File: src/rgt_pkg.sv
// Constants for the receive gain, sidetone, volume and tone control block
package rgt_pkg;

	// ==================================================
	// Register offsets
	localparam logic [7:0] RGT_PWR_OFS   = 8'h00;
	localparam logic [7:0] RGT_MODE_OFS  = 8'h01;
	localparam logic [7:0] RGT_TXST_OFS  = 8'h02;
	localparam logic [7:0] RGT_RXVOL_OFS = 8'h03;
	localparam logic [7:0] RGT_HIGH_OFS  = 8'h04;
	localparam logic [7:0] RGT_LOW_OFS   = 8'h05;

	// ==================================================
	// Values after reset
	localparam logic [7:0] RGT_PWR_RST   = 8'h00;
	localparam logic [7:0] RGT_MODE_RST  = 8'h00;
	localparam logic [7:0] RGT_TXST_RST  = 8'h40;
	localparam logic [7:0] RGT_RXVOL_RST = 8'h70;
	localparam logic [7:0] RGT_TONE_RST  = 8'h00;

	// ==================================================
	// Field positions
	localparam int RGT_SIDE_MUTE_BIT = 7;
	localparam int RGT_EAR_MUTE_BIT  = 3;
	localparam int RGT_TONE_EN_BIT   = 6;
	localparam int RGT_LINEAR_N_BIT  = 4;
	localparam int RGT_BUZZ_EN_BIT   = 3;

	// ==================================================
	// Code limits
	localparam logic [3:0] RGT_RX_CODE_MAX   = 4'hc;
	localparam logic [2:0] RGT_SIDE_CODE_MAX = 3'h6;
	localparam logic [3:0] RGT_VOL_CODE_MAX  = 4'h9;
	localparam logic [3:0] RGT_RX_TOP_DB     = 4'h6;
	localparam logic [5:0] RGT_SIDE_TOP_DB   = 6'h34;

	// ==================================================
	// PCM word lengths
	localparam logic [3:0] RGT_COMP_LEN = 4'h8;
	localparam logic [3:0] RGT_LIN_LEN  = 4'hf;

	// ==================================================
	// Timing
	localparam int RGT_CLK_NS      = 10;
	localparam int RGT_SAMPLE_NS   = 125000;
	localparam int RGT_SAMPLE_CYC  = RGT_SAMPLE_NS / RGT_CLK_NS;
	localparam int RGT_PHASE_W     = 10;
	localparam logic [9:0] RGT_TRI_MID = 10'h100;

endpackage

File: src/rgt_rx_gain_tone_control.sv
// Receive gain, sidetone, volume, PCM receive order and tone generator control
// Operation
// - Receive gain code 0 gives +6 dB, each step -1 dB, code 12 gives -6 dB.
// - Receive gain resets to code 0111, -1 dB.
// - Sidetone code 0 gives -12 dB, each step -2 dB, code 6 gives -24 dB.
// - Power control bit 7 mutes sidetone regardless of its code.
// - Sidetone code resets to 000, -12 dB.
// - Earphone volume code 0 gives 0 dB, each step -2 dB, code 9 gives -18 dB.
// - Earphone volume resets to code 0000, 0 dB.
// - Power control bit 3 mutes the earphone output.
// - Companded receive word is eight bits, MSB first.
// - Linear receive word is fifteen bits, MSB first.
// - Two 8-bit tone code registers: high at 04, low at 05.
// - High tone register output is 2 dB louder than the low one.
// - 255 single tone codes; code zero gives no tone.
// - High and low tone outputs are summed into one dual tone.
// - Tone generator also drives the pulse density buzzer output.
// - Register 03 holds receive gain in 7:4 and volume in 3:0.
// - Register 02 holds sidetone code in bits 2:0.
`timescale 1ns/1ns

module rgt_rx_gain_tone_control import rgt_pkg::*; #(
	parameter int SAMPLE_CYC = RGT_SAMPLE_CYC
) (
	// Clock and reset
	input  wire logic               clk,
	input  wire logic               rst_n,
	// Decoded control port
	input  wire logic               reg_wr,
	input  wire logic               reg_rd,
	input  wire logic [7:0]         reg_addr,
	input  wire logic [7:0]         reg_wdata,
	output logic      [7:0]         reg_rdata,
	// PCM receive pins
	input  wire logic               pcm_clk,
	input  wire logic               pcm_sync,
	input  wire logic               pcm_data,
	// Received words
	output logic      [7:0]         companded_rx_word,
	output logic      [14:0]        linear_rx_word,
	output logic                    rx_word_valid,
	// Gain settings
	output logic signed [3:0]       rx_gain_db,
	output logic signed [5:0]       side_gain_db,
	output logic                    side_mute,
	output logic signed [5:0]       ear_volume_db,
	output logic                    ear_mute,
	// Tone and buzzer
	output logic signed [7:0]       tone_sum,
	output logic                    buzzer_pdm_out
);

	// ==================================================
	// Registers
	logic [7:0] pwr_reg, mode_reg, txst_reg, rxvol_reg, high_reg, low_reg;
	logic [7:0] rdata_reg, rdata_next;
	wire        wr_pwr   = reg_wr && (reg_addr == RGT_PWR_OFS);
	wire        wr_mode  = reg_wr && (reg_addr == RGT_MODE_OFS);
	wire        wr_txst  = reg_wr && (reg_addr == RGT_TXST_OFS);
	wire        wr_rxvol = reg_wr && (reg_addr == RGT_RXVOL_OFS);
	wire        wr_high  = reg_wr && (reg_addr == RGT_HIGH_OFS);
	wire        wr_low   = reg_wr && (reg_addr == RGT_LOW_OFS);

	always_comb begin
		case (reg_addr)
			RGT_PWR_OFS:   rdata_next = pwr_reg;
			RGT_MODE_OFS:  rdata_next = mode_reg;
			RGT_TXST_OFS:  rdata_next = txst_reg;
			RGT_RXVOL_OFS: rdata_next = rxvol_reg;
			RGT_HIGH_OFS:  rdata_next = high_reg;
			RGT_LOW_OFS:   rdata_next = low_reg;
			default:       rdata_next = 8'h00;
		endcase
	end

	always_ff @(posedge clk or negedge rst_n) begin
		if (!rst_n) begin
			pwr_reg   <= RGT_PWR_RST;
			mode_reg  <= RGT_MODE_RST;
			txst_reg  <= RGT_TXST_RST;
			rxvol_reg <= RGT_RXVOL_RST;
			high_reg  <= RGT_TONE_RST;
			low_reg   <= RGT_TONE_RST;
			rdata_reg <= 8'h00;
		end else begin
			if (wr_pwr)   pwr_reg   <= reg_wdata;
			if (wr_mode)  mode_reg  <= reg_wdata;
			if (wr_txst)  txst_reg  <= reg_wdata;
			if (wr_rxvol) rxvol_reg <= reg_wdata;
			if (wr_high)  high_reg  <= reg_wdata;
			if (wr_low)   low_reg   <= reg_wdata;
			if (reg_rd)   rdata_reg <= rdata_next;
		end
	end
	assign reg_rdata = rdata_reg;

	// ==================================================
	// Gain decode
	// Reserved codes clamp to the lowest defined step rather than wrapping
	wire [3:0] rx_code   = rxvol_reg[7:4];
	wire [2:0] side_code = txst_reg[2:0];
	wire [3:0] vol_code  = rxvol_reg[3:0];
	wire [3:0] rx_eff    = (rx_code > RGT_RX_CODE_MAX) ? RGT_RX_CODE_MAX : rx_code;
	wire [2:0] side_eff  = (side_code > RGT_SIDE_CODE_MAX) ? RGT_SIDE_CODE_MAX : side_code;
	wire [3:0] vol_eff   = (vol_code > RGT_VOL_CODE_MAX) ? RGT_VOL_CODE_MAX : vol_code;
	wire [3:0] rx_db_next   = 4'(RGT_RX_TOP_DB - rx_eff);
	wire [5:0] side_db_next = 6'(RGT_SIDE_TOP_DB - {2'b00, side_eff, 1'b0});
	wire [5:0] vol_db_next  = 6'(6'h00 - {1'b0, vol_eff, 1'b0});
	logic [3:0] rx_db_reg;
	logic [5:0] side_db_reg, vol_db_reg;
	logic       side_mute_reg, ear_mute_reg;

	always_ff @(posedge clk or negedge rst_n) begin
		if (!rst_n) begin
			rx_db_reg     <= 4'(RGT_RX_TOP_DB - RGT_RXVOL_RST[7:4]);
			side_db_reg   <= RGT_SIDE_TOP_DB;
			vol_db_reg    <= 6'(6'h00 - {1'b0, RGT_RXVOL_RST[3:0], 1'b0});
			side_mute_reg <= 1'b0;
			ear_mute_reg  <= 1'b0;
		end else begin
			rx_db_reg     <= rx_db_next;
			side_db_reg   <= side_db_next;
			vol_db_reg    <= vol_db_next;
			side_mute_reg <= pwr_reg[RGT_SIDE_MUTE_BIT];
			ear_mute_reg  <= pwr_reg[RGT_EAR_MUTE_BIT];
		end
	end
	assign rx_gain_db    = rx_db_reg;
	assign side_gain_db  = side_db_reg;
	assign ear_volume_db = vol_db_reg;
	assign side_mute     = side_mute_reg;
	assign ear_mute      = ear_mute_reg;

	// ==================================================
	// PCM receive
	// A frame cut short keeps the receiver busy, so the next sync is taken as data
	logic [2:0] pin_q1, pin_q2;
	logic       pclk_prev;
	logic       busy_reg;
	logic [3:0] bit_cnt_reg;
	logic [14:0] shift_reg;
	logic [7:0] comp_reg;
	logic [14:0] lin_reg;
	logic       valid_reg;
	wire        pclk_rise = pin_q2[0] && !pclk_prev;
	wire        linear    = !mode_reg[RGT_LINEAR_N_BIT];
	wire [3:0]  word_len  = linear ? RGT_LIN_LEN : RGT_COMP_LEN;
	wire [14:0] shift_next = {shift_reg[13:0], pin_q2[2]};
	wire        start_bit = pclk_rise && !busy_reg && pin_q2[1];
	wire        more_bit  = pclk_rise && busy_reg;
	wire [3:0]  cnt_next  = 4'(bit_cnt_reg + 4'h1);
	wire        word_done = more_bit && (cnt_next == word_len);

	always_ff @(posedge clk or negedge rst_n) begin
		if (!rst_n) begin
			pin_q1      <= 3'h0;
			pin_q2      <= 3'h0;
			pclk_prev   <= 1'b0;
			busy_reg    <= 1'b0;
			bit_cnt_reg <= 4'h0;
			shift_reg   <= 15'h0000;
			comp_reg    <= 8'h00;
			lin_reg     <= 15'h0000;
			valid_reg   <= 1'b0;
		end else begin
			pin_q1    <= {pcm_data, pcm_sync, pcm_clk};
			pin_q2    <= pin_q1;
			pclk_prev <= pin_q2[0];
			valid_reg <= word_done;
			if (start_bit || more_bit) begin
				shift_reg   <= shift_next;
				bit_cnt_reg <= start_bit ? 4'h1 : cnt_next;
			end
			if (start_bit)
				busy_reg <= 1'b1;
			else if (word_done)
				busy_reg <= 1'b0;
			if (word_done && linear)
				lin_reg <= shift_next;
			if (word_done && !linear)
				comp_reg <= shift_next[7:0];
		end
	end
	assign companded_rx_word = comp_reg;
	assign linear_rx_word    = lin_reg;
	assign rx_word_valid     = valid_reg;

	// ==================================================
	// Tone generator
	// Triangle shape instead of a sine table keeps area small at some harmonic cost
	localparam int CW = $clog2(SAMPLE_CYC);
	logic [CW-1:0] smp_cnt_reg;
	wire  smp_tick = (smp_cnt_reg == CW'(SAMPLE_CYC - 1));
	wire  tone_en  = mode_reg[RGT_TONE_EN_BIT];
	wire  [7:0] tone_code [2];
	logic signed [7:0] tone_amp [2];
	assign tone_code[0] = high_reg;
	assign tone_code[1] = low_reg;

	always_ff @(posedge clk or negedge rst_n) begin
		if (!rst_n)
			smp_cnt_reg <= '0;
		else
			smp_cnt_reg <= smp_tick ? '0 : CW'(smp_cnt_reg + 1'b1);
	end

	for (genvar i = 0; i < 2; i++) begin : g_tone
		logic [RGT_PHASE_W-1:0] phase_reg;
		wire  [8:0]  ramp = phase_reg[8:0] ^ {9{phase_reg[9]}};
		wire  signed [9:0]  tri_val = $signed(10'({1'b0, ramp}) - RGT_TRI_MID);
		wire  signed [12:0] hi_scaled = 13'(tri_val * 13'sd5) >>> 5;
		wire  signed [9:0]  lo_scaled = tri_val >>> 3;
		always_ff @(posedge clk or negedge rst_n) begin
			if (!rst_n)
				phase_reg <= '0;
			else if (tone_code[i] == 8'h00)
				phase_reg <= '0;
			else if (smp_tick)
				phase_reg <= RGT_PHASE_W'(phase_reg + {2'b00, tone_code[i]});
		end
		assign tone_amp[i] = (tone_code[i] == 8'h00) ? 8'sh00 :
			(i == 0) ? 8'(hi_scaled) : 8'(lo_scaled);
	end

	wire signed [7:0] sum_next = tone_en ? 8'(tone_amp[0] + tone_amp[1]) : 8'sh00;
	logic signed [7:0] sum_reg;
	logic [7:0] pdm_acc_reg;
	logic       pdm_reg;
	wire  [8:0] pdm_sum  = {1'b0, pdm_acc_reg} + {1'b0, sum_reg[7] ^ 1'b1, sum_reg[6:0]};
	wire        buzz_en  = mode_reg[RGT_BUZZ_EN_BIT];

	always_ff @(posedge clk or negedge rst_n) begin
		if (!rst_n) begin
			sum_reg     <= 8'sh00;
			pdm_acc_reg <= 8'h00;
			pdm_reg     <= 1'b0;
		end else begin
			sum_reg     <= sum_next;
			pdm_acc_reg <= pdm_sum[7:0];
			pdm_reg     <= buzz_en && pdm_sum[8];
		end
	end
	assign tone_sum       = sum_reg;
	assign buzzer_pdm_out = pdm_reg;
endmodule // rgt_rx_gain_tone_control

File: config.mk
export PLATFORM = sky130hd
export DESIGN_NAME = rgt_rx_gain_tone_control
export DESIGN_NICKNAME = d
export VERILOG_FILES = /design/src/rgt_pkg.sv /design/src/rgt_rx_gain_tone_control.sv
export SDC_FILE = /design/constraint.sdc
export NUM_CORES = 1
export LEC_CHECK = 0
export BUFFER_PORTS_ARGS = -buffer_cell sky130_fd_sc_hd__buf_4
export CAP_MARGIN = 20
export CORE_AREA = 2 2 123 125
export DETAILED_ROUTE_END_ITERATION = 6
export DIE_AREA = 0 0 125 127
export PLACE_DENSITY = 0.81
export SLEW_MARGIN = 15
export SYNTH_ARGS = -nofsm -noshare
export SYNTH_HDL_FRONTEND = slang
export SYNTH_SLANG_ARGS = --single-unit
File: constraint.sdc
create_clock -name clk -period 8.6 [get_ports clk]
set_clock_uncertainty 0.15 [all_clocks]
set_input_delay 1.72 -clock clk [delete_from_list [all_inputs] [get_ports clk]]
set_output_delay 1.72 -clock clk [all_outputs]
set_load 0.02 [all_outputs]
# ---- Word-level counts from Yosys, hierarchy flattened
# Cells that the tools add are included.
dict set report word_totals {
  ff_bits 175
  wordCells 92
  inputBits 23
}
dict set report classes {
  reduce_logical 24
  n_mul 1
  n_eq_ne 7
  magnitude_cmp 3
  n_mux 16
  bitwise 3
  addsub 11
}
# cell n
set ops {}
lappend ops {{$pmux W8 S6} 1}
lappend ops {{$mux W10} 4}
lappend ops {{$logic_not A8 Y1} 3}
lappend ops {{$mux W8} 3}
lappend ops {{$add A10 B8 Y10} 2}
lappend ops {{$sub A9 B9 Y10 const B} 2}
lappend ops {{$xor A9 B9 Y9} 2}
lappend ops {{$eq A8 B2 Y1 const B} 2}
lappend ops {{$eq A8 B3 Y1 const B} 2}
lappend ops {{$add A14 B1 Y14 const B} 1}
lappend ops {{$eq A14 B14 Y1 const B} 1}
lappend ops {{$logic_and A1 B1 Y1} 14}
lappend ops {{$mux W14} 1}
lappend ops {{$mul A10 B4 Y13 const B} 1}
lappend ops {{$mux W4} 3}
lappend ops {{$add A8 B8 Y9} 1}
lappend ops {{$add A8 B8 Y8} 1}
lappend ops {{$eq A8 B1 Y1 const B} 1}
lappend ops {{$gt A4 B4 Y1 const B} 2}
lappend ops {{$mux W3} 2}
lappend ops {{$reduce_bool A2 Y1} 3}
lappend ops {{$sub A1 B5 Y6 const A} 1}
lappend ops {{$sub A5 B5 Y6 const A} 1}
lappend ops {{$add A4 B1 Y4 const B} 1}
lappend ops {{7 further kinds} 10}

# ---- Longest topological paths before layout
dict set report logic_depth {
  depth_word 6
  depth_mapped 17
}

# ---- Least setup slack after synthesis
# No wires, ideal clock.
dict set report synth_timing {
  kind {reg-to-reg}
  from {register g_tone[0].phase_reg[9]}
  to {register sum_reg[7] (netlist: tone_sum[7])}
  arrival_ns 3.253
  path_buffers 2
  setup_time_ns 0.073
  t_required_ns 8.377
  path_stages_with_launch 16
  setup_slack_ns 5.124
  cell_sequence {dfrtp_1 -> buf_4 -> clkbuf_1 -> o21ai_0 -> ha_1 -> a21oi_1 -> o21ai_2 -> and4_4 -> or4_1 -> and3_1 -> ha_1 -> or3_1 -> nor3_1 -> o21ai_0 -> a21o_1 -> a21oi_2}
}
dict set report synth_via {
  elab_chain_cells 6
}
# element line_no
set synth_rtl {}
lappend synth_rtl {{from (decl)} rgt_rx_gain_tone_control.sv:208} ;# logic [RGT_PHASE_W-1:0] phase_reg;
lappend synth_rtl {{from (signal assigned)} rgt_rx_gain_tone_control.sv:219} ;# phase_reg <= RGT_PHASE_W'(phase_reg + {2'b00, tone_code[i]});
lappend synth_rtl {{$xor A9 B9 Y9} rgt_rx_gain_tone_control.sv:209} ;# wire [8:0] ramp = phase_reg[8:0] ^ {9{phase_reg[9]}};
lappend synth_rtl {{$sub A9 B9 Y10} rgt_rx_gain_tone_control.sv:210} ;# wire signed [9:0] tri_val = $signed(10'({1'b0, ramp}) - RGT_TRI_MID);
lappend synth_rtl {{$mul A10 B4 Y13} rgt_rx_gain_tone_control.sv:211} ;# wire signed [12:0] hi_scaled = 13'(tri_val * 13'sd5) >>> 5;
lappend synth_rtl {{$mux W8} rgt_rx_gain_tone_control.sv:221} ;# assign tone_amp[i] = (tone_code[i] == 8'h00) ? 8'sh00 :
lappend synth_rtl {{$add A8 B8 Y8} rgt_rx_gain_tone_control.sv:225} ;# wire signed [7:0] sum_next = tone_en ? 8'(tone_amp[0] + tone_amp[1]) : 8'sh00;
lappend synth_rtl {{$mux W8} rgt_rx_gain_tone_control.sv:225}
lappend synth_rtl {{named net sum_next[7]} rgt_rx_gain_tone_control.sv:225}
lappend synth_rtl {{to (signal assigned)} rgt_rx_gain_tone_control.sv:238} ;# sum_reg <= sum_next;
lappend synth_rtl {{to (decl)} rgt_rx_gain_tone_control.sv:226} ;# logic signed [7:0] sum_reg;
# The timed path passes the listed nets, and every way through them passes these cells.
# A chain may end at the register's enable or synchronous reset.

# ---- Worst setup path in the final report
# Ends and elaborated chain as after synthesis.

==> flow_metrics.env <==
export IMPL_num_nets_final=953
export IMPL_power_density_mw_per_mm2=190
export IMPL_slowest_stage="dfrtp_1"
export IMPL_port_buffers=78
export IMPL_largest_reg_flops=20
export IMPL_ys_seq_elements=172
export IMPL_clock_sinks=172
export IMPL_initial_utilization_pct=61.2
export IMPL_ys_flop_type="dfrtp_1"
export IMPL_cp_required_ps=8810
export IMPL_p_leak_nw=4.95
export IMPL_grt_max_degree=114
export IMPL_dieArea_mm2=0.0159
export IMPL_regArea_mm2=0.00432
export IMPL_crit_type="reg2reg"
export IMPL_max_cap_violations=0
export IMPL_multi_input_area_mm2=0.00425
export IMPL_drt_initial_drc_count=338
export IMPL_cts_root_buffer="clkbuf_16"
export IMPL_coreArea_mm2=0.0144
export IMPL_grt_pass1_wl_um=30800
export IMPL_synth_edf_count=0
export IMPL_mostFrequentLayoutCells="dfrtp_1, nand2_1, buf_4"
export IMPL_gp_congestion=0.863
export IMPL_worst_pin_slew_ps=1060
export IMPL_synth_avg_cell_area_um2=10.8
export IMPL_area_growth_synth_to_final_pct=14.5
export IMPL_relSlewSlack_pct=29.0
export IMPL_hold_viol=0
export IMPL_synth_cell_types=71
export IMPL_min_path_type="reg2reg"
export IMPL_cts_resized_gates=0
export IMPL_crit_arrival_ps=3910
export IMPL_hpwl_um=12500
export IMPL_startpoint_type="flop"
export IMPL_fp_dieW_um=125
export IMPL_wirelength_um=18100
export IMPL_grt_pass1_vias=6318
export IMPL_rsz0062_at_grt="false"
export IMPL_clockBufferDepth=2
export IMPL_num_io_pins=82
export IMPL_pre_cts_ws_ps=4930
export IMPL_synth_area_mm2=0.00882
export IMPL_vias=6309
export IMPL_cp_end_kind="flop"
export IMPL_cp_num_buf_inv=0
export IMPL_max_freq_ghz=0.270
export IMPL_clk_pin_slew_worst_paths_ps=70
export IMPL_yosysSeqAreaShare_pct=48.9
export IMPL_grt_overflow=0
export IMPL_cts_buffers=17
export IMPL_critical_path_cell_chain="or2b_1, o22ai_1, ha_1, o211ai_2, o21ai_2, and4_4, or4_1, and3_1, ha_1, or3_1, nor3_1, o21ai_0, a21o_1, a21oi_2"
export IMPL_fin_crit_ps=3700
export IMPL_worst_slack_ps=4900
export IMPL_ir_worst_vdd_v=0.000160
export IMPL_viasPerCell=5.84
export IMPL_dr_pass1_iters=5
export IMPL_ctsHtreeMaxLevel=4
export IMPL_cts_tree="done"
export IMPL_crit_path_max_incr_delay_ps=620
export IMPL_antenna_found_initial=0
export IMPL_path_max_fanout=17
export IMPL_worst_path_most_repeated_cell="ha_1"
export IMPL_ys_async_sr_fraction_pct=100
export IMPL_setup_violations_final=0
export IMPL_yosysWarnings=0
export IMPL_antennaDiodeCount=0
export IMPL_rows=44
export IMPL_final_common_cell="dfrtp_1"
export IMPL_grt_usage_pct=24.1
export IMPL_drv_slew=0
export IMPL_fp_dieH_um=127
export IMPL_drc=0
export IMPL_status="complete, no violations"
export IMPL_ant_nets=0
export IMPL_syn_instance_count=818
export IMPL_drive_gt1_share_pct=24.6
export IMPL_fin_tns_setup_ps=0
export IMPL_clock_latency_ps=430
export IMPL_crit_family="simple AND/OR/NAND/NOR gates"
export IMPL_fillCellCount=1064
export IMPL_cts_setup_buffers=0
export IMPL_wl_per_cell_um=16.7
export IMPL_postCtsHoldBufs=0
export IMPL_post_route_period_util_pct=43.0
cell usage after synthesis, types with 7 or more instances:
master / instances / area share (%)
a21o_1: 12 / 1.0
a21oi_1: 46 / 2.6
a221oi_1: 7 / 0.69
and2_1: 7 / 0.50
buf_2: 7 / 0.40
clkbuf_1: 21 / 0.89
dfrtp_1: 162 / 46
dfstp_2: 10 / 3.0
ha_1: 42 / 6.0
inv_1: 23 / 0.98
mux2_2: 72 / 9.2
mux2_4: 8 / 1.4
mux2i_1: 8 / 0.91
nand2_1: 95 / 4.0
nand3_1: 23 / 1.3
nor2_1: 65 / 2.8
nor2b_1: 7 / 0.50
nor3_1: 20 / 1.1
o21a_1: 7 / 0.60
o21ai_0: 21 / 1.2
xnor2_1: 28 / 2.8
xor2_1: 25 / 2.5
routing by layer:
metal,vias up,track usage [%],part of all wire (%)
met5,-,0,0
met4,0,9.15,2.3
met3,38,4.61,4.6
met2,161,39.6,49
met1,3115,32.2,45
li1,2995,-,-
final timing paths:
check | cells after the start | start | end | slack [ps]
min reg2reg | 0 | pin_q1[2] | pin_q2[2] | 200
min in group asynchronous | 1 | rst_n | companded_rx_word[1] | 1070
min | 0 | pin_q1[2] | pin_q2[2] | 200
max in group asynchronous | 3 | rst_n | pwr_reg[5] | 5780
max reg2reg | 14 | g_tone[0].phase_reg[9] | tone_sum[7] | 4900
max | 14 | g_tone[0].phase_reg[9] | tone_sum[7] | 4900
logic make-up (layout without fill, tap and decap cells):
group	after synthesis	count (layout)	share of synthesized area, %
other cells	2	3	0.0851
mux	88	88	11.5
xor+xnor	53	53	5.26
fa+ha+maj	46	46	6.86
simple gates	269	269	14.9
flops	172	172	48.9
buf+inv	59	137	2.99
compound gates	129	129	9.47
through the flow:
step / instances / util, % / power [W] / hold WS [ps] / instance area [um2]
final: 1081 / 70.1 / 0.00192 / 195 / 10100
after global routing: 1081 / 70.1 / 0.00201 / 208 / 10100
after CTS: 1080 / 69.8 / 0.00194 / 198 / 10100
after detailed placement: 1048 / 65.8 / 0.00119 / 185 / 9490
after global placement: 1048 / 65.8 / 0.00118 / 185 / 9490
after floorplan: 819 / - / 0.00110 / 181 / 8830
final cells by class:
| cell class | instances | area share, % |
|---|---|---|
| tap | 184 | 2.28 |
| timing repair buffer | 82 | 6.33 |
| clock inverter | 13 | 1.29 |
| clock buffer | 19 | 4.48 |
| multi-input combinational | 588 | 42.1 |
| sequential | 172 | 42.7 |
| inverter | 23 | 0.854 |
power by group:
group	switching (W)	internal (W)	total [W]
Clock	0.000327	0.000420	0.000747
Sequential	0.0000487	0.000874	0.000923
Combinational	0.000151	0.000103	0.000254
(Power assumes the default switching activity.)
